$ cat config.mk
export PLATFORM = sky130hd
export DESIGN_NAME = phy_general_config_ctrl
export DESIGN_NICKNAME = d
export VERILOG_FILES = /design/src/core/phy_cfg_pkg.sv /design/src/core/cable_test_if.sv /design/src/core/phy_general_config_ctrl.sv /design/src/core/led_blink_gen.sv /design/src/core/cable_test_seq.sv
export SDC_FILE = /design/constraint.sdc
export NUM_CORES = 1
export LEC_CHECK = 0
export BUFFER_PORTS_ARGS = -buffer_cell sky130_fd_sc_hd__buf_4
export CORE_ASPECT_RATIO = 0.75
export CORE_MARGIN = 2
export CORE_UTILIZATION = 50
export CTS_BUF_LIST = sky130_fd_sc_hd__clkbuf_4 sky130_fd_sc_hd__clkbuf_8
export DETAILED_ROUTE_END_ITERATION = 10
export GPL_TIMING_DRIVEN = 0
export PLACE_DENSITY = 0.76
export SLEW_MARGIN = 20
export SYNTH_ARGS = -nofsm -noshare
export SYNTH_HDL_FRONTEND = slang
export SYNTH_HIERARCHICAL = 1
export SYNTH_SLANG_ARGS = --single-unit
$ cat constraint.sdc
create_clock -name clk -period 4.2 [get_ports clk]
set_input_delay 0.63 -clock clk [delete_from_list [all_inputs] [get_ports clk]]
set_output_delay 0.63 -clock clk [all_outputs]
set_load 0.02 [all_outputs]
$ cat src/core/phy_cfg_pkg.sv
`default_nettype none

package phy_cfg_pkg;

  // ----------------------------------------------------------------
  // Bus geometry
  // ----------------------------------------------------------------
  localparam int unsigned ADDR_W = 5;
  localparam int unsigned DATA_W = 16;
  localparam int unsigned EVT_W  = 4;

  // ----------------------------------------------------------------
  // Register offsets
  // ----------------------------------------------------------------
  localparam logic [4:0] LED_CFG3_ADDR   = 5'h1A;
  localparam logic [4:0] INT_STATUS_ADDR = 5'h1B;
  localparam logic [4:0] INT_MASK_ADDR   = 5'h1C;
  localparam logic [4:0] CFG4_ADDR       = 5'h1E;
  localparam logic [4:0] CTRL_ADDR       = 5'h1F;

  // ----------------------------------------------------------------
  // Reset values and write masks
  // ----------------------------------------------------------------
  localparam logic [15:0] LED_CFG3_RST = 16'h0002;
  localparam logic [15:0] CFG4_RST     = 16'h0012;
  localparam logic [15:0] CTRL_RST     = 16'h0000;
  localparam logic [15:0] INT_MASK_RST = 16'h0000;
  localparam logic [15:0] CFG4_WR_MASK = 16'hFFF8;
  localparam logic [15:0] CTRL_WR_MASK = 16'h3FFF;
  localparam logic [15:0] LED_WR_MASK  = 16'h0007;

  // ----------------------------------------------------------------
  // Field positions
  // ----------------------------------------------------------------
  localparam int unsigned LED_RATE_LSB     = 0;
  localparam int unsigned LED_BYPASS_BIT   = 2;
  localparam int unsigned QNEG_EN_BIT      = 14;
  localparam int unsigned QNEG_SEL_LSB     = 12;
  localparam int unsigned PD_FULL_BIT      = 11;
  localparam int unsigned STATUS_CLR_BIT   = 10;
  localparam int unsigned ROBUST_XOVER_BIT = 9;
  localparam int unsigned QUICK_XOVER_BIT  = 8;
  localparam int unsigned PAD_IRQ_BIT      = 7;
  localparam int unsigned FORCE_IRQ_BIT    = 6;
  localparam int unsigned GIG_ONLY_BIT     = 3;
  localparam int unsigned TEST_FAIL_BIT    = 2;
  localparam int unsigned TEST_DONE_BIT    = 1;
  localparam int unsigned TEST_START_BIT   = 0;
  localparam int unsigned FULL_RESET_BIT   = 15;
  localparam int unsigned RELAUNCH_BIT     = 14;

  // ----------------------------------------------------------------
  // Interrupt event positions
  // ----------------------------------------------------------------
  localparam int unsigned EVT_TEST_DONE  = 0;
  localparam int unsigned EVT_TEST_FAIL  = 1;
  localparam int unsigned EVT_RELAUNCH   = 2;
  localparam int unsigned EVT_STATUS_CLR = 3;

  // ----------------------------------------------------------------
  // Timing
  // ----------------------------------------------------------------
  localparam int unsigned CLK_HZ       = 250_000_000;
  localparam int unsigned BLINK_MS_0   = 50;
  localparam int unsigned BLINK_MS_1   = 100;
  localparam int unsigned BLINK_MS_2   = 200;
  localparam int unsigned BLINK_MS_3   = 500;
  // The LED toggles twice per blink period, so each count is half a period.
  localparam int unsigned BLINK_HALF_0 = (CLK_HZ / 1000) * BLINK_MS_0 / 2;
  localparam int unsigned BLINK_HALF_1 = (CLK_HZ / 1000) * BLINK_MS_1 / 2;
  localparam int unsigned BLINK_HALF_2 = (CLK_HZ / 1000) * BLINK_MS_2 / 2;
  localparam int unsigned BLINK_HALF_3 = (CLK_HZ / 1000) * BLINK_MS_3 / 2;

endpackage : phy_cfg_pkg

`default_nettype wire

$ cat src/core/cable_test_if.sv
`default_nettype none

interface cable_test_if;
  logic start;
  logic busy;
  logic fail;
  logic done_evt;

  modport ctrl (output start, input busy, input fail, input done_evt);
  modport seq  (input start, output busy, output fail, output done_evt);
endinterface : cable_test_if

`default_nettype wire

$ cat src/core/phy_general_config_ctrl.sv
// Summary of operation
// - Blink period field picks 50, 100, 200 or 500 ms; resets to 2.
// - Stretch bypass bit set drives LEDs unstretched; clear keeps normal stretching.
// - Quick negotiation enable with timer select 0 shortest to 3 longest.
// - Bit 11 allows full duplex on parallel-detect links, otherwise half duplex.
// - Writing one to status clear bit clears PHY status register bits.
// - Bit 9 enables robust crossover resolution; resets to zero.
// - Bit 8 enables quick crossover mode; resets to zero.
// - Bit 7 makes the shared pad an interrupt output, else power-down input.
// - Force interrupt bit asserts the interrupt pad whenever bit 7 selects interrupt output.
// - Bit 3 with manual 1G speed runs negotiation advertising only 1G.
// - Writing one to bit 0 starts cable test; hardware clears on completion.
// - Writing bit 15 resets PHY and all registers; bit self clears.
// - Soft full reset reloads latched strap values for strapped fields.
// - Writing bit 14 restarts PHY, registers kept; bit self clears.
//
// The address-and-strobe port was chosen for this implementation.
`default_nettype none

module phy_general_config_ctrl #(
  parameter int unsigned  BLINK_HALF_0 = phy_cfg_pkg::BLINK_HALF_0,
  parameter int unsigned  BLINK_HALF_1 = phy_cfg_pkg::BLINK_HALF_1,
  parameter int unsigned  BLINK_HALF_2 = phy_cfg_pkg::BLINK_HALF_2,
  parameter int unsigned  BLINK_HALF_3 = phy_cfg_pkg::BLINK_HALF_3,
  parameter logic [15:0]  STRAP_MASK   = 16'h0000
) (
  input  wire logic        clk,                   // core clock, 250 MHz
  input  wire logic        rstn,                  // asynchronous reset, active low
  input  wire logic [4:0]  reg_addr,              // register address
  input  wire logic [15:0] reg_wdata,             // write data
  input  wire logic        reg_wr,                // write strobe
  input  wire logic        reg_rd,                // read strobe
  output var  logic [15:0] reg_rdata,             // read data, cycle after strobe
  input  wire logic [15:0] strap_cfg4,            // strap levels for strapped fields
  output var  logic        led_blink,             // LED blink phase
  output var  logic        led_stretch_bypass,    // LEDs unstretched
  output var  logic        quick_negotiation_enable,     // short negotiation timers
  output var  logic [1:0]  quick_negotiation_timer_sel,  // timer length choice
  output var  logic        parallel_detect_full_duplex_enable, // FD on parallel detect
  output var  logic        robust_crossover_enable, // robust crossover
  output var  logic        quick_crossover_enable,  // quick crossover
  input  wire logic        manual_speed_1g,       // manual speed is 1G
  output var  logic        neg_gig_only,          // negotiate advertising 1G only
  output var  logic        neg_skip,              // manual 1G without negotiation
  output var  logic        phy_status_clear,      // clear PHY status bits, pulse
  output var  logic        phy_full_reset,        // PHY soft full reset, pulse
  output var  logic        phy_relaunch,          // PHY restart, pulse
  output var  logic        cable_test_run,        // test engine running
  input  wire logic        cable_test_eng_done,   // engine completion pulse
  input  wire logic        cable_test_eng_fail,   // engine verdict
  input  wire logic        phy_irq_req,           // PHY interrupt request
  input  wire logic        irq_or_powerdown_pad_i,    // pad level in
  output var  logic        irq_or_powerdown_pad_o,    // pad level out
  output var  logic        irq_or_powerdown_pad_oe_n, // pad drive, low drives
  output var  logic        power_down_req,        // power-down requested by pad
  output var  logic        irq                    // block interrupt, level
);

  // Straps cannot reach the cable test start, done and fail bits (2:0) of cfg4.
  if ((STRAP_MASK & ~phy_cfg_pkg::CFG4_WR_MASK) != 16'h0000)
  begin : g_bad_strap
    $error("strap mask covers read-only bits");
  end

  // ----------------------------------------------------------------
  // Reset synchroniser
  // ----------------------------------------------------------------
  logic rst_meta_ff;
  logic rst_n_ff;

  always_ff @(posedge clk or negedge rstn)
  begin
    if (!rstn)
    begin
      rst_meta_ff <= 1'b0;
      rst_n_ff    <= 1'b0;
    end
    else
    begin
      rst_meta_ff <= 1'b1;
      rst_n_ff    <= rst_meta_ff;
    end
  end

  // ----------------------------------------------------------------
  // Strap capture
  // ----------------------------------------------------------------
  // Straps are caught once after hardware reset release; a soft full reset
  // reuses the held copy, since the pins may be repurposed by then.
  logic        strap_taken_ff;
  logic [15:0] strap_ff;

  always_ff @(posedge clk or negedge rst_n_ff)
  begin
    if (!rst_n_ff)
    begin
      strap_taken_ff <= 1'b0;
      strap_ff       <= 16'h0000;
    end
    else if (!strap_taken_ff)
    begin
      strap_taken_ff <= 1'b1;
      strap_ff       <= strap_cfg4;
    end
  end

  logic [15:0] cfg4_default;
  assign cfg4_default = (phy_cfg_pkg::CFG4_RST & ~STRAP_MASK) | (strap_ff & STRAP_MASK);

  // ----------------------------------------------------------------
  // Address decode
  // ----------------------------------------------------------------
  logic hit_led;
  logic hit_cfg4;
  logic hit_ctrl;
  logic hit_stat;
  logic hit_mask;

  logic wr_led;
  logic wr_cfg4;
  logic wr_ctrl;
  logic wr_mask;

  logic rd_stat;

  assign hit_led  = reg_addr == phy_cfg_pkg::LED_CFG3_ADDR;
  assign hit_cfg4 = reg_addr == phy_cfg_pkg::CFG4_ADDR;
  assign hit_ctrl = reg_addr == phy_cfg_pkg::CTRL_ADDR;
  assign hit_stat = reg_addr == phy_cfg_pkg::INT_STATUS_ADDR;
  assign hit_mask = reg_addr == phy_cfg_pkg::INT_MASK_ADDR;

  // Unmapped offsets match no decode, so such writes are lost.
  assign wr_led   = reg_wr & hit_led;
  assign wr_cfg4  = reg_wr & hit_cfg4;
  assign wr_ctrl  = reg_wr & hit_ctrl;
  assign wr_mask  = reg_wr & hit_mask;

  assign rd_stat  = reg_rd & hit_stat;

  // ----------------------------------------------------------------
  // Command strobes
  // ----------------------------------------------------------------
  logic full_reset_req;
  logic relaunch_req;

  logic status_clr_req;
  logic test_start_req;

  assign full_reset_req = wr_ctrl & reg_wdata[phy_cfg_pkg::FULL_RESET_BIT];
  assign relaunch_req   = wr_ctrl & reg_wdata[phy_cfg_pkg::RELAUNCH_BIT];

  assign status_clr_req = wr_cfg4 & reg_wdata[phy_cfg_pkg::STATUS_CLR_BIT];
  assign test_start_req = wr_cfg4 & reg_wdata[phy_cfg_pkg::TEST_START_BIT];

  // ----------------------------------------------------------------
  // Cable test sequencer
  // ----------------------------------------------------------------
  cable_test_if ct ();

  // A start while a test runs is ignored rather than restarting the engine.
  assign ct.start = test_start_req & ~ct.busy;

  cable_test_seq u_test (
    .clk      (clk),
    .rst_n    (rst_n_ff),
    .abort    (full_reset_req),
    .ct       (ct.seq),
    .eng_run  (cable_test_run),
    .eng_done (cable_test_eng_done),
    .eng_fail (cable_test_eng_fail)
  );

  // ----------------------------------------------------------------
  // Register storage
  // ----------------------------------------------------------------
  logic [15:0]              led_ff;
  logic [15:0]              cfg4_ff;
  logic [15:0]              ctrl_ff;
  logic [phy_cfg_pkg::EVT_W-1:0] mask_ff;
  logic [phy_cfg_pkg::EVT_W-1:0] stat_ff;

  logic [15:0]              nxt_led;
  logic [15:0]              nxt_cfg4;
  logic [15:0]              nxt_ctrl;
  logic [phy_cfg_pkg::EVT_W-1:0] nxt_mask;
  logic [phy_cfg_pkg::EVT_W-1:0] nxt_stat;

  logic [phy_cfg_pkg::EVT_W-1:0] events;

  assign events[phy_cfg_pkg::EVT_TEST_DONE]  = ct.done_evt;
  assign events[phy_cfg_pkg::EVT_TEST_FAIL]  = ct.done_evt & ct.fail;
  assign events[phy_cfg_pkg::EVT_RELAUNCH]   = relaunch_req;
  assign events[phy_cfg_pkg::EVT_STATUS_CLR] = status_clr_req;

  // Reserved read/write bits are stored as written; software keeps them.
  always_comb
  begin
    nxt_led  = wr_led ? (reg_wdata & phy_cfg_pkg::LED_WR_MASK) : led_ff;
    nxt_cfg4 = wr_cfg4 ? (reg_wdata & phy_cfg_pkg::CFG4_WR_MASK) : cfg4_ff;
    nxt_ctrl = wr_ctrl ? (reg_wdata & phy_cfg_pkg::CTRL_WR_MASK) : ctrl_ff;
    nxt_mask = wr_mask ? reg_wdata[phy_cfg_pkg::EVT_W-1:0] : mask_ff;

    // An event landing with the clearing read is kept.
    nxt_stat = (rd_stat ? '0 : stat_ff) | events;

    if (full_reset_req)
    begin
      nxt_led  = phy_cfg_pkg::LED_CFG3_RST;
      nxt_cfg4 = cfg4_default & phy_cfg_pkg::CFG4_WR_MASK;
      nxt_ctrl = phy_cfg_pkg::CTRL_RST;
      nxt_mask = phy_cfg_pkg::INT_MASK_RST[phy_cfg_pkg::EVT_W-1:0];
      nxt_stat = '0;
    end
  end

  always_ff @(posedge clk or negedge rst_n_ff)
  begin
    if (!rst_n_ff)
    begin
      led_ff  <= phy_cfg_pkg::LED_CFG3_RST;
      cfg4_ff <= phy_cfg_pkg::CFG4_RST & phy_cfg_pkg::CFG4_WR_MASK;
      ctrl_ff <= phy_cfg_pkg::CTRL_RST;
      mask_ff <= phy_cfg_pkg::INT_MASK_RST[phy_cfg_pkg::EVT_W-1:0];
      stat_ff <= '0;
    end
    else if (!strap_taken_ff)
    begin
      // Strapped fields take the pins on the first edge after release.
      cfg4_ff <= (phy_cfg_pkg::CFG4_RST & ~STRAP_MASK | strap_cfg4 & STRAP_MASK)
                 & phy_cfg_pkg::CFG4_WR_MASK;
    end
    else
    begin
      led_ff  <= nxt_led;
      cfg4_ff <= nxt_cfg4;
      ctrl_ff <= nxt_ctrl;
      mask_ff <= nxt_mask;
      stat_ff <= nxt_stat;
    end
  end

  // ----------------------------------------------------------------
  // LED blink
  // ----------------------------------------------------------------
  led_blink_gen #(
    .HALF_0 (BLINK_HALF_0),
    .HALF_1 (BLINK_HALF_1),
    .HALF_2 (BLINK_HALF_2),
    .HALF_3 (BLINK_HALF_3)
  ) u_blink (
    .clk   (clk),
    .rst_n (rst_n_ff),
    .sel   (led_ff[phy_cfg_pkg::LED_RATE_LSB +: 2]),
    .blink (led_blink)
  );

  assign led_stretch_bypass = led_ff[phy_cfg_pkg::LED_BYPASS_BIT];

  // ----------------------------------------------------------------
  // Configuration outputs
  // ----------------------------------------------------------------
  assign quick_negotiation_enable    = cfg4_ff[phy_cfg_pkg::QNEG_EN_BIT];
  assign quick_negotiation_timer_sel = cfg4_ff[phy_cfg_pkg::QNEG_SEL_LSB +: 2];

  assign parallel_detect_full_duplex_enable = cfg4_ff[phy_cfg_pkg::PD_FULL_BIT];
  assign robust_crossover_enable     = cfg4_ff[phy_cfg_pkg::ROBUST_XOVER_BIT];
  assign quick_crossover_enable      = cfg4_ff[phy_cfg_pkg::QUICK_XOVER_BIT];

  // ----------------------------------------------------------------
  // Pulses, negotiation mode, pad and interrupt
  // ----------------------------------------------------------------
  logic irq_any;
  logic pad_irq_mode;
  logic pad_assert;
  logic gig_only_req;

  // Next-state values keep pad and irq level with the registers.
  assign irq_any      = |(nxt_stat & nxt_mask);
  assign pad_irq_mode = nxt_cfg4[phy_cfg_pkg::PAD_IRQ_BIT];
  assign pad_assert   = nxt_cfg4[phy_cfg_pkg::FORCE_IRQ_BIT] | irq_any | phy_irq_req;

  assign gig_only_req = nxt_cfg4[phy_cfg_pkg::GIG_ONLY_BIT];

  always_ff @(posedge clk or negedge rst_n_ff)
  begin
    if (!rst_n_ff)
    begin
      phy_status_clear          <= 1'b0;
      phy_full_reset            <= 1'b0;
      phy_relaunch              <= 1'b0;

      neg_gig_only              <= 1'b0;
      neg_skip                  <= 1'b0;
      irq_or_powerdown_pad_o    <= 1'b1;
      irq_or_powerdown_pad_oe_n <= 1'b1;
      power_down_req            <= 1'b0;
      irq                       <= 1'b0;
    end
    else
    begin
      phy_status_clear          <= status_clr_req;
      phy_full_reset            <= full_reset_req;
      phy_relaunch              <= relaunch_req;

      neg_gig_only              <= manual_speed_1g & gig_only_req;
      neg_skip                  <= manual_speed_1g & ~gig_only_req;
      irq_or_powerdown_pad_o    <= ~pad_assert;
      irq_or_powerdown_pad_oe_n <= ~pad_irq_mode;
      power_down_req            <= ~pad_irq_mode & ~irq_or_powerdown_pad_i;
      irq                       <= irq_any;
    end
  end

  // ----------------------------------------------------------------
  // Read path
  // ----------------------------------------------------------------
  logic [15:0] cfg4_view;
  logic [15:0] rd_mux;

  // Done mirrors an idle sequencer, so it reads one after any reset.
  assign cfg4_view = {cfg4_ff[15:3], ct.fail, ~ct.busy, ct.busy};

  // Both command bits read zero: their effect is a pulse, never a held state.
  assign rd_mux = hit_led  ? led_ff :
                  hit_cfg4 ? cfg4_view :
                  hit_ctrl ? ctrl_ff :
                  hit_stat ? {12'h000, stat_ff} :
                  hit_mask ? {12'h000, mask_ff} : 16'h0000;

  // Idle cycles return zero, so a stale word never looks valid.
  always_ff @(posedge clk or negedge rst_n_ff)
  begin
    if (!rst_n_ff)
      reg_rdata <= 16'h0000;
    else
      reg_rdata <= reg_rd ? rd_mux : 16'h0000;
  end

endmodule : phy_general_config_ctrl

`default_nettype wire

$ cat src/core/led_blink_gen.sv
`default_nettype none

module led_blink_gen #(
  parameter int unsigned HALF_0 = phy_cfg_pkg::BLINK_HALF_0,
  parameter int unsigned HALF_1 = phy_cfg_pkg::BLINK_HALF_1,
  parameter int unsigned HALF_2 = phy_cfg_pkg::BLINK_HALF_2,
  parameter int unsigned HALF_3 = phy_cfg_pkg::BLINK_HALF_3
) (
  input  wire logic       clk,      // core clock
  input  wire logic       rst_n,    // synchronised reset, active low
  input  wire logic [1:0] sel,      // blink period select
  output var  logic       blink     // blink phase
);

  if (HALF_0 < 1 || HALF_1 < 1 || HALF_2 < 1 || HALF_3 < 1)
  begin : g_bad_half
    $error("blink counts must be at least one");
  end

  logic [31:0] cnt_ff;
  logic [31:0] limit;
  logic        wrap;

  assign limit = (sel == 2'h0) ? HALF_0 - 1 :
                 (sel == 2'h1) ? HALF_1 - 1 :
                 (sel == 2'h2) ? HALF_2 - 1 : HALF_3 - 1;
  // Using >= lets a shorter period take effect at once after a change.
  assign wrap  = cnt_ff >= limit;

  always_ff @(posedge clk or negedge rst_n)
  begin
    if (!rst_n)
    begin
      cnt_ff <= 32'h0;
      blink  <= 1'b0;
    end
    else
    begin
      cnt_ff <= wrap ? 32'h0 : cnt_ff + 32'h1;
      blink  <= wrap ? ~blink : blink;
    end
  end

endmodule : led_blink_gen

`default_nettype wire

$ cat src/core/cable_test_seq.sv
`default_nettype none

module cable_test_seq (
  input  wire logic clk,          // core clock
  input  wire logic rst_n,        // synchronised reset, active low
  input  wire logic abort,        // soft full reset, drops any test
  cable_test_if.seq ct,           // control side
  output var  logic eng_run,      // run request to the test engine
  input  wire logic eng_done,     // engine finished, one-cycle pulse
  input  wire logic eng_fail      // engine verdict, valid with eng_done
);

  typedef enum logic {IDLE, RUN} state_t;
  state_t state_ff;

  assign eng_run = (state_ff == RUN);
  assign ct.busy = (state_ff == RUN);

  always_ff @(posedge clk or negedge rst_n)
  begin
    if (!rst_n)
    begin
      state_ff    <= IDLE;
      ct.fail     <= 1'b0;
      ct.done_evt <= 1'b0;
    end
    else if (abort)
    begin
      state_ff    <= IDLE;
      ct.fail     <= 1'b0;
      ct.done_evt <= 1'b0;
    end
    else
    begin
      ct.done_evt <= 1'b0;
      unique case (state_ff)
        IDLE:
        begin
          if (ct.start)
            state_ff <= RUN;
        end
        RUN:
        begin
          if (eng_done)
          begin
            state_ff    <= IDLE;
            ct.fail     <= eng_fail;
            ct.done_evt <= 1'b1;
          end
        end
      endcase
    end
  end

endmodule : cable_test_seq

`default_nettype wire

After elaboration in Yosys (flattened, before gate mapping)
Index checks and enable logic that the tools add are counted.
{"block": "totals", "reg_bits": 120, "elab_cells": 98, "out_inout_bits": 34, "input_bits": 46}
{"block": "classes", "n_lt_le_gt_ge": 1, "n_eq_ne": 8, "n_addsub": 1, "n_mux": 31, "n_bitwise": 24, "reduce_logical": 9}
{"cell": "16-bit two-way mux", "n": 11}
{"cell": "32-bit two-way mux", "n": 3}
{"cell": "32-bit by 1-bit adder with 32-bit output (second input constant)", "n": 1}
{"cell": "32-bit >= comparator", "n": 1}
{"cell": "26-bit two-way mux", "n": 1}
{"cell": "5-bit equality test (second input constant)", "n": 5}
{"cell": "4-bit two-way mux", "n": 6}
{"cell": "1-bit bitwise AND", "n": 14}
{"cell": "1-bit two-way mux", "n": 9}
{"cell": "2-bit nonzero test", "n": 4}
{"cell": "1-bit inverter", "n": 6}
{"cell": "2-bit AND reduction", "n": 3}
{"cell": "4-bit bitwise AND", "n": 1}
{"cell": "4-bit bitwise OR", "n": 1}
{"cell": "4-bit OR reduction", "n": 1}
{"cell": "3-bit by 1-bit != test with 1-bit output (second input constant)", "n": 1}
{"cell": "2-bit by 1-bit equality test with 1-bit output (second input constant)", "n": 1}
{"cell": "2-bit equality test (second input constant)", "n": 1}
{"cell": "2-bit logical NOT", "n": 1}
{"cell": "1-bit bitwise OR", "n": 2}
{"cell": "1-bit case mux with 2 select lines", "n": 1}

Depth between registers and ports, before layout
Gate-level depths: netlist (run 1).
{"block": "logic_depth", "ltp_word": 10, "mapped_depth": 10, "ltp_nobuf": 9}

By module
The synthesis (run 1) kept the hierarchy.
{"module": "phy_general_config_ctrl", "seq_area_each_um2": 1656.6, "instances": 1, "area_per_inst_um2": 2851.5, "cells_per_inst": 275}
{"module": "led_blink_gen", "seq_area_each_um2": 825.8, "instances": 1, "area_per_inst_um2": 2175.8, "cells_per_inst": 210}
{"module": "cable_test_seq", "seq_area_each_um2": 75.1, "instances": 1, "area_per_inst_um2": 132.6, "cells_per_inst": 12}

Worst setup path before layout (run 1)
No wires, ideal clock.
{"block": "synth_path", "path_type": "flip-flop to flip-flop", "start": "register led_ff[1]", "end": "register u_blink.cnt_ff[14]", "arrival_ns": 2.367, "n_path_buf": 1, "required_time_ns": 4.113, "path_slack_ns": 1.746, "setup_time_ns": 0.087, "path_stages_with_launch": 11, "synth_period_minus_slack_ns": 2.454, "cell_sequence": "dfstp_2 inv_1 nor2_1 inv_1 ha_1 a2111oi_1 o31ai_1 a211oi_2 o21ai_1 buf_2 a211oi_2"}
{"block": "synth_via", "elab_chain_cells": 6, "word_cells_on_any_way": 8, "cone_classes": "1 x order compare; 2 x eq/ne; 4 x mux; 1 x reduce/logical"}
{"item": "from (decl)", "line_no": "phy_general_config_ctrl.sv:176", "rtl": "logic [15:0] led_ff;"}
{"item": "from (signal assigned)", "line_no": "phy_general_config_ctrl.sv:220", "rtl": "led_ff <= phy_cfg_pkg::LED_CFG3_RST;"}
{"item": "from (signal assigned)", "line_no": "phy_general_config_ctrl.sv:234", "rtl": "led_ff <= nxt_led;"}
{"item": "2-bit equality test", "line_no": "led_blink_gen.sv:26", "rtl": "(sel == 2'h2) ? HALF_2 - 1 : HALF_3 - 1;"}
{"item": "26-bit two-way mux", "line_no": "led_blink_gen.sv:26"}
{"item": "32-bit two-way mux", "line_no": "led_blink_gen.sv:25", "rtl": "(sel == 2'h1) ? HALF_1 - 1 :"}
{"item": "32-bit two-way mux (*)", "line_no": "led_blink_gen.sv:24", "rtl": "assign limit = (sel == 2'h0) ? HALF_0 - 1 :"}
{"item": "32-bit >= comparator (*)", "line_no": "led_blink_gen.sv:28", "rtl": "assign wrap = cnt_ff >= limit;"}
{"item": "32-bit two-way mux (*)", "line_no": "led_blink_gen.sv:39", "rtl": "cnt_ff <= wrap ? 32'h0 : cnt_ff + 32'h1;"}
{"item": "to (signal assigned)", "line_no": "led_blink_gen.sv:39"}
{"item": "to (decl)", "line_no": "led_blink_gen.sv:20", "rtl": "logic [31:0] cnt_ff;"}
Mark *: on every way between the ends. The rest lies on a longest branch, timed or not.
A chain may end at the register's enable or synchronous reset.

Worst setup path after layout (run 1)
Same ends and word-level chain as after synthesis.

==> impl_metrics.toml, run 1 <==
[status]
outcome = "completed"

[synth]
async_flop_share_pct = 100
synth_area_sq_um = 5160
synth_edf_count = 0
syn_inst = 497
ys_ff_latch = 102
ys.flop_type = "dfrtp_1"
yosysSeqAreaShare_pct = 49.6
avgSynthCellArea_sq_um = 10.4
synth_cell_types = 72
yosysWarnings = 6

[timing]
setup_viol = 0
worstMarginPinSlew_ns = 0.650
slew_headroom_pct = 56.3
post-route-period-util_pct = 71.2
hold_viol_final = 0
clock_skew_ns = 0.0119
fmax_mhz = 334
fin_tns_setup_ns = 0
layout_min_cycle_time_ns = 2.99
final-max-slew-violation-count = 0
setup_ws_ns = 1.21
rsz0062_at_grt = "false"

[placed_design]
gp_congestion = 0.899
pre_cts_ws_ns = 1.25
dp_hpwl_mm = 9.33
portBuffers = 63

[drt]
drc = 0
drt-pass1-iter-count = 5
routed_via_density = 5.72
num_vias = 4110
wl_per_cell_microns = 17.5
drt_wl_total_mm = 12.6
drt-initial-drc-count = 363
ant_nets = 0

[power_and_ir_drop]
power_density_nw_per_um2 = 322
p_leak_nw = 2.80
vdd_ir_drop_max_mv = 0.372

[worst_setup_path]
endpoint_kind = "flip-flop"
path_cells = "inv_1 -> nor2_1 -> inv_1 -> ha_1 -> a2111oi_1 -> o31ai_1 -> a211oi_2 -> o21ai_1 -> buf_2 -> a211oi_2"
crit_family = "compound AO/OA/AOI/OAI gates"
critPathRequiredTime_ns = 4.46
crit_buf_inv = 3
cpPeakStageDelay_ns = 0.64
cp_slowest_cell = "dfstp_2"
crit_fanout = 10
critPathLaunchType = "flip-flop"
worstSetupPathType = "reg2reg"
arrival_ns = 3.26

[cts]
root_buffer = "clkbuf_8"
htree_levels = 3
clk_path_buf_depth = 2
clk_latency_ns = 0.37
cts_buffers = 9
post_cts_resized = 0
cts.clk_slew.worst_paths_ns = 0.10
cts_tree = "yes"
cts_num_sinks = 102

[final_layout]
syn2layout_area_growth_pct = 17.1
nNetsFinal = 640
antenna_cells = 0
layout_common_cells = "dfrtp_1 (97), buf_4 (67), nand2_1 (61), nor2_1 (33), a21oi_1 (28)"
fillers = 881
layout-drive-gt1-share_pct = 24.4
layout_commonest_cell = "dfrtp_1"

[floorplanning]
dieHeight_microns = 92.0
fp.dieW_microns = 121
core_sq_um = 10200
start_util_pct = 50.7
io_pins = 80
row_count = 32
fp.dieArea_sq_um = 11200

[hold_path]
hp-class = "reg2async"

[global_route]
grt_pass1_vias = 4043
grt_usage_pct = 24.1
antenna_found_initial = 0
grt_pass1_wl_mm = 21.0
grt.overflow.total = 0
grt_max_degree = 60

[run]
drv_cap = 0
power breakdown:
| group | leakage (nW) | switching (mW) | internal [mW] | total [mW] |
|---|---|---|---|---|
| clock | 0.0914 | 0.346 | 0.236 | 0.582 |
| sequential | 1.37 | 0.0539 | 1.04 | 1.09 |
| combinational | 1.34 | 0.147 | 0.126 | 0.273 |
| total | 2.80 | 0.547 | 1.40 | 1.95 |
synth_stat cells (3+ instances only):
| master | instances | share of area (%) |
|---|---|---|
| dfrtp_1 | 98 | 48 |
| nand2_1 | 61 | 4.4 |
| nor2_1 | 33 | 2.4 |
| a21oi_1 | 28 | 2.7 |
| nand3_1 | 22 | 2.1 |
| inv_1 | 17 | 1.2 |
| ha_1 | 16 | 3.9 |
| o21ai_0 | 16 | 1.6 |
| xor2_1 | 16 | 2.7 |
| a22oi_1 | 14 | 2.0 |
| a21oi_2 | 11 | 1.9 |
| nand2b_1 | 11 | 1.3 |
| a211oi_2 | 10 | 2.4 |
| clkbuf_1 | 10 | 0.73 |
| xnor2_1 | 10 | 1.7 |
| buf_2 | 8 | 0.78 |
| and2_1 | 7 | 0.85 |
| nand4_1 | 7 | 0.85 |
| and3_1 | 6 | 0.73 |
| a21o_1 | 5 | 0.73 |
| nor3_1 | 5 | 0.48 |
| a211oi_1 | 4 | 0.58 |
| a22o_1 | 4 | 0.68 |
| and4_1 | 4 | 0.68 |
| buf_4 | 4 | 0.58 |
| dfstp_2 | 4 | 2.0 |
| mux2i_1 | 4 | 0.78 |
| o31ai_1 | 4 | 0.58 |
| mux2_2 | 3 | 0.65 |
| nor2b_1 | 3 | 0.36 |
per-stage QoR:
stage	hold slack (ns)	instances	area (sq um)	total power [mW]	utilization, %
global route	0.378	719	6040	2.04	59.4
detailed placement	0.336	702	5850	1.38	57.6
global placement	0.344	701	5820	1.37	57.2
finish	0.332	719	6040	1.95	59.4
CTS	0.362	719	6040	1.97	59.4
floorplan	0.331	502	5180	1.27	-
final timing paths:
check | start | slack (ns) | to | cells past startpoint
setup reg to reg | led_ff[1] | 1.21 | u_blink/cnt_ff[14] | 10
max in group asynchronous | rst_n_ff | 3.11 | irq_or_powerdown_pad_oe_n | 1
min in group clk | rst_meta_ff | 0.37 | rst_n_ff | 0
hold / removal | rst_n_ff | 0.33 | neg_gig_only | 0
hold reg to reg | rst_n_ff | 0.33 | neg_gig_only | 0
setup / recovery | led_ff[1] | 1.21 | u_blink/cnt_ff[14] | 10
per-layer routing:
metal	up-vias	part of all wire [%]	global-route usage, %
met3	14	5.6	4.17
met1	2052	48	36.7
met2	136	45	36.0
met4	0	1.1	5.75
li1	1908	-	-
met5	-	0	0
state kept, by name (all words and copies together), names as in the netlist, 3 cells and up:
signal          flops
stat_ff             4
reg_rdata          16
ctrl_ff            14
led_ff              3
cfg4_ff            13
mask_ff             4
u_blink/cnt_ff     32
cell type report:
| type | count | area, sq um | area share (%) |
|---|---|---|---|
| inverter | 18 | 68.8 | 1.14 |
| buffer | 24 | 130 | 2.15 |
| sequential | 102 | 2560 | 42.4 |
| clock inverter | 5 | 42.5 | 0.704 |
| tap | 136 | 170 | 2.82 |
| multi-input combinational | 358 | 2420 | 40.1 |
| timing repair buffer | 65 | 510 | 8.45 |
| clock buffer | 11 | 139 | 2.30 |
repair_timing:
item	CTS	global route
buffers inserted	0	0
hold buffers	1	0
endpoints found under the setup margin	0	0
hold endpoints to repair	2	0
cells by family after synthesis:
family	Yosys count	synth area share, %
simple gates	180	18.4
mux	8	1.70
flops	102	49.6
compound gates	121	18.1
fa+ha+maj	16	3.88
xor+xnor	26	4.41
other cells	2	0.146
buf+inv	42	3.86
Note: power is estimated with default switching activity, not from simulation.
==> run 2: changes to the inputs <==
Clock period 4.2 ns to 2.86 ns, I/O delays scaled along.
==> run 2 against run 1 <==
Sequential share of layout area decreased by 0.44 points. Power rose by 53%. Sequential cell count is the same. Via count is essentially flat. Critical path type unchanged. Critical endpoint is now u_blink/cnt_ff[17]. Largest power group unchanged.
==> impl_metrics.toml, run 2 (synthesis gave the netlist of run 1 again) <==
[worst_setup_path]
worst_r2r_path_depth = 11
r2r-start = "led_ff[1]"
critPathRequiredTime_ns = 3.16
reg2reg_to = "u_blink/cnt_ff[17]"
path_cells = "inv_1 -> nor2_1 -> inv_1 -> ha_1 -> a2111oi_2 -> o31ai_1 -> a211oi_2 -> buf_4 -> o211ai_4 -> buf_6 -> a21oi_2"
critPathLaunchType = "flip-flop"
rrSetupSlack_ns = 0.16
cp_slowest_cell = "dfstp_2"
endpoint_kind = "flip-flop"
cp_common_cell = "inv_1"
worstSetupPathType = "reg2reg"
arrival_ns = 3.00
cpPeakStageDelay_ns = 0.61
crit_fanout = 10

[drt]
drt-initial-drc-count = 304
drt-pass1-iter-count = 4
drc = 0
ant_nets = 0
wl_per_cell_microns = 17.5
drt_wl_total_mm = 12.7
routed_via_density = 5.69
num_vias = 4109

[timing]
hold_viol_final = 0
layout_min_cycle_time_ns = 2.70
clock_skew_ns = 0.00896
fmax_mhz = 370
rsz0062_at_grt = "false"
post-route-period-util_pct = 94.4
setup_viol = 0
worstMarginPinSlew_ns = 0.620
fin_tns_setup_ns = 0
final-max-slew-violation-count = 0
slew_headroom_pct = 58.7

[floorplanning]
core_sq_um = 10200
start_util_pct = 50.7
fp.dieW_microns = 121
dieHeight_microns = 92.0
fp.dieArea_sq_um = 11200
io_pins = 80
row_count = 32

[global_route]
grt_pass1_wl_mm = 20.7
grt.overflow.total = 0
grt_usage_pct = 23.9
antenna_found_initial = 0
grt_max_degree = 60
grt_pass1_vias = 3969

[placed_design]
gp_congestion = 0.910
dp_hpwl_mm = 9.18
portBuffers = 63

[cts]
clk_latency_ns = 0.37
htree_levels = 3
root_buffer = "clkbuf_8"
cts_buffers = 9
cts.clk_slew.worst_paths_ns = 0.10
cts_tree = "yes"
clk_path_buf_depth = 2
cts_num_sinks = 102

[power_and_ir_drop]
power_density_nw_per_um2 = 488
p_leak_nw = 2.82
vdd_ir_drop_max_mv = 0.523
power.total_mw = 2.98

[final_layout]
regMostFlops = "u_blink/cnt_ff"
largest_register_ffs = 32
layout_common_cells = "dfrtp_1 (97), buf_4 (70), nand2_1 (61), nor2_1 (33), a21oi_1 (28)"
reg_top3 = "u_blink/cnt_ff (32), reg_rdata (16), ctrl_ff (14)"
antenna_cells = 0
layout_commonest_cell = "dfrtp_1"
fillers = 850
layout-drive-gt1-share_pct = 25.1
nNetsFinal = 643
syn2layout_area_growth_pct = 18.4

[run]
drv_cap = 0

[hold_path]
worstHoldStart = "irq_or_powerdown_pad_i"
hp-class = "in2reg"
whs_endpoint = "power_down_req"
whs_path_depth = 2

[status]
outcome = "completed"
[run 2: how the worst max path moves through the flow]
stage	startpoint	end	slack (ns)
3_3_place_gp	led_ff[1]	u_blink/cnt_ff[14]	0.12
4_1_cts	led_ff[1]	u_blink/cnt_ff[9]	0.002
5_1_grt	led_ff[1]	u_blink/cnt_ff[13]	0.01
3_5_place_dp	led_ff[1]	u_blink/cnt_ff[9]	0.02
6_report	led_ff[1]	u_blink/cnt_ff[17]	0.16
2_1_floorplan	led_ff[1]	u_blink/cnt_ff[14]	0.41
[run 2: per-layer routing]
metal / routed length [microns] / part of all wire (%) / track usage, % / vias to the layer above
met4: 153 / 1.2 / 5.65 / 0
met3: 729 / 5.8 / 4.79 / 13
met5: 0 / 0 / 0 / -
li1: - / - / - / 1921
met2: 5740 / 45 / 36.2 / 127
met1: 6050 / 48 / 35.6 / 2048
[run 2: report_power, final]
| group | internal [mW] | switching, mW | total [mW] |
|---|---|---|---|
| combinational | 0.190 | 0.218 | 0.407 |
| clock | 0.425 | 0.542 | 0.966 |
| sequential | 1.53 | 0.0795 | 1.61 |
| total | 2.14 | 0.839 | 2.98 |
[run 2: what timing repair did]
item	CTS	global route
gates resized for setup	0	3
setup buffers	0	3
hold buffers	1	0
endpoints found under the hold margin	2	0
setup endpoints to repair	0	21
[run 2: final cells by class]
type / count / area, sq um / share of cell area (%)
well taps: 136 / 170 / 2.79
flip-flops and latches: 102 / 2560 / 41.9
multi-input cells: 358 / 2430 / 39.8
clock buffers: 9 / 124 / 2.03
inverters: 18 / 68.8 / 1.13
plain buffers: 24 / 133 / 2.17
clock inverters: 7 / 86.3 / 1.41
repair buffers: 68 / 533 / 8.73
[run 2: worst max-delay path, delay by kind of cell, from the launching register on]
kind,cells,cell delay [ns]
AO/OA/AOI/OAI,5,1.01
adder cells (fa/ha/maj),1,0.31
buffers and inverters,4,0.53
flip-flops,1,0.61
AND/OR/NAND/NOR,1,0.17
[run 2: metrics by stage]
| stage | hold WS, ns | worst slack (ns) | util, % | instance area (sq um) | instances |
|---|---|---|---|---|---|
| floorplan | 0.133 | 0.406 | - | 5180 | 502 |
| global placement | 0.211 | 0.117 | 57.3 | 5820 | 701 |
| detailed placement | 0.212 | 0.0187 | 57.6 | 5850 | 702 |
| CTS | 0.172 | 0.00223 | 59.7 | 6070 | 719 |
| global route | 0.175 | 0.0103 | 60.1 | 6110 | 722 |
| finish | 0.186 | 0.159 | 60.1 | 6110 | 722 |
==> run 3: changes to the inputs <==
Settings changed: CORE_UTILIZATION 50 to 25, PLACE_DENSITY 0.76 to 0.46.
==> run 3 against run 2 <==
Cell area grew 2.8%. First-iteration DRC count fell by 31%. Sequential share of layout area decreased by 1.1 points. Clock skew is 0.0027 ns higher. Non-clock buffer count is 2 higher. Clock power down 2.4%. Register-to-register slack got worse by 0.098 ns. Cell count rose by 17%. Hold slack got worse by 0.026 ns. Combinational power rose by 3%. Routed wire length rose by 11%. Core utilization fell by 29 points. Largest power group unchanged. Highest routed layer unchanged.
==> impl_metrics.toml, run 3 (synthesis gave the netlist of run 1 again) <==
[timing]
clock_skew_ns = 0.0117
rsz0062_at_grt = "true"
setup_ws_ns = 0.0610
fmax_mhz = 357
worstMarginPinSlew_ns = 0.866
slew_headroom_pct = 41.8
hold_viol_final = 0
final-max-slew-violation-count = 0
layout_min_cycle_time_ns = 2.80
setup_viol = 0
post-route-period-util_pct = 97.9

[global_route]
antenna_found_initial = 0
grt_usage_pct = 13.5
grt_pass1_wl_mm = 22.5
grt_max_degree = 47
grt.overflow.total = 0
grt_pass1_vias = 3976

[worst_setup_path]
reg2reg_to = "u_blink/cnt_ff[14]"
cpPeakStageDelay_ns = 0.60
path_cells = "inv_1 -> nor2_1 -> inv_1 -> ha_1 -> a2111oi_1 -> o31ai_1 -> a211oi_2 -> o21ai_1 -> buf_6 -> a211oi_2"
endpoint_kind = "flip-flop"
rrSetupSlack_ns = 0.06
critPathRequiredTime_ns = 3.15
cp_slowest_cell = "dfstp_2"
worst_r2r_path_depth = 10
worstSetupPathType = "reg2reg"
crit_family = "compound AO/OA/AOI/OAI gates"
r2r-start = "led_ff[1]"
cp.depth = 10
critPathLaunchType = "flip-flop"
critPathCapture = "u_blink/cnt_ff[14]"
crit_fanout = 10
critPathLaunch = "led_ff[1]"
crit_buf_inv = 3
arrival_ns = 3.09

[drt]
wl_met2_mm = 5.78
num_vias = 3962
ant_nets = 0
routed_via_density = 4.68
met1_length_mm = 7.51
wl_per_cell_microns = 16.6
met3_wirelength_microns = 559
drc = 0
drt-pass1-iter-count = 5
drt_wl_total_mm = 14.0
drt-initial-drc-count = 210
highest_layer = "met4"

[final_layout]
nNetsFinal = 645
antenna_cells = 0
fillers = 2088
layout_common_cells = "dfrtp_1 (96), buf_4 (71), nand2_1 (61), nor2_1 (33), a21oi_1 (28)"
largest_register_ffs = 32
layout-drive-gt1-share_pct = 25.3
regMostFlops = "u_blink/cnt_ff"
reg_top3 = "u_blink/cnt_ff (32), reg_rdata (16), ctrl_ff (14)"
syn2layout_area_growth_pct = 21.8
layout_commonest_cell = "dfrtp_1"
final_util_pct = 31.1

[power_and_ir_drop]
p_leak_nw = 2.83
power_density_nw_per_um2 = 472
vdd_ir_drop_max_mv = 0.225

[cts]
htree_levels = 3
clk_path_buf_depth = 2
cts_buffers = 9
cts_num_sinks = 102
cts_tree = "yes"
clk_latency_ns = 0.39
cts.clk_slew.worst_paths_ns = 0.12
root_buffer = "clkbuf_8"

[run]
drv_cap = 0

[placed_design]
dp_hpwl_mm = 10.5
pre_cts_ws_ns = -0.134
gp_congestion = 0.861
portBuffers = 63

[floorplanning]
core_sq_um = 20200
fp.dieW_microns = 170
dieHeight_microns = 128
row_count = 45
fp.dieArea_sq_um = 21800
io_pins = 80
start_util_pct = 25.5

[hold_path]
worstHoldStart = "irq_or_powerdown_pad_i"
hp-class = "in2reg"

[status]
outcome = "completed"
[run 3: area by class of cell]
class | count | area [sq um] | share of cell area [%]
Sequential cell | 102 | 2560 | 40.8
Multi-Input combinational cell | 358 | 2430 | 38.6
Tap cell | 258 | 323 | 5.14
Clock inverter | 7 | 80.1 | 1.27
Inverter | 18 | 68.8 | 1.10
Clock buffer | 9 | 124 | 1.97
Timing Repair Buffer | 70 | 561 | 8.92
Buffer | 24 | 136 | 2.17
[run 3: worst min path at each step]
stage	end	slack, ns	depth (start not counted)
after floorplan	rst_meta_ff	0.13	0
after global placement	rst_meta_ff	0.21	1
after detailed placement	rst_meta_ff	0.21	1
after CTS	power_down_req	0.14	2
after global routing	power_down_req	0.12	2
final	power_down_req	0.16	2
[run 3: through the flow]
step / instances / TNS [ns] / area (sq um) / power (mW) / hold WS (ns)
after floorplan: 502 / 0 / 5180 / 1.86 / 0.133
after global placement: 823 / -0.430 / 5980 / 2.03 / 0.212
after detailed placement: 825 / -0.694 / 6030 / 2.04 / 0.214
after CTS: 846 / 0 / 6270 / 3.02 / 0.139
after global routing: 846 / -0.00236 / 6280 / 3.12 / 0.120
final: 846 / 0 / 6280 / 2.97 / 0.161
[run 3: power breakdown]
group	switching [mW]	leakage (nW)	internal, mW	total (mW)
sequential	0.0745	1.37	1.53	1.60
combinational	0.228	1.36	0.194	0.421
clock	0.597	0.0990	0.346	0.943
total	0.899	2.83	2.07	2.97
[run 3: metal layers]
layer  global-route usage, %  vias to the layer above
met2                    19.2                       69
met1                    20.5                     1962
met4                    3.27                        0
met5                       0                        -
li1                        -                     1921
met3                    3.17                       10
[run 3: repair_timing]
action                                 4_1_cts  5_1_grt
hold buffers                                 1        0
gates resized for setup                      1        3
pin swaps                                    1        1
setup endpoints to repair                   10       13
endpoints found under the hold margin        2        0
setup buffers                                4        0
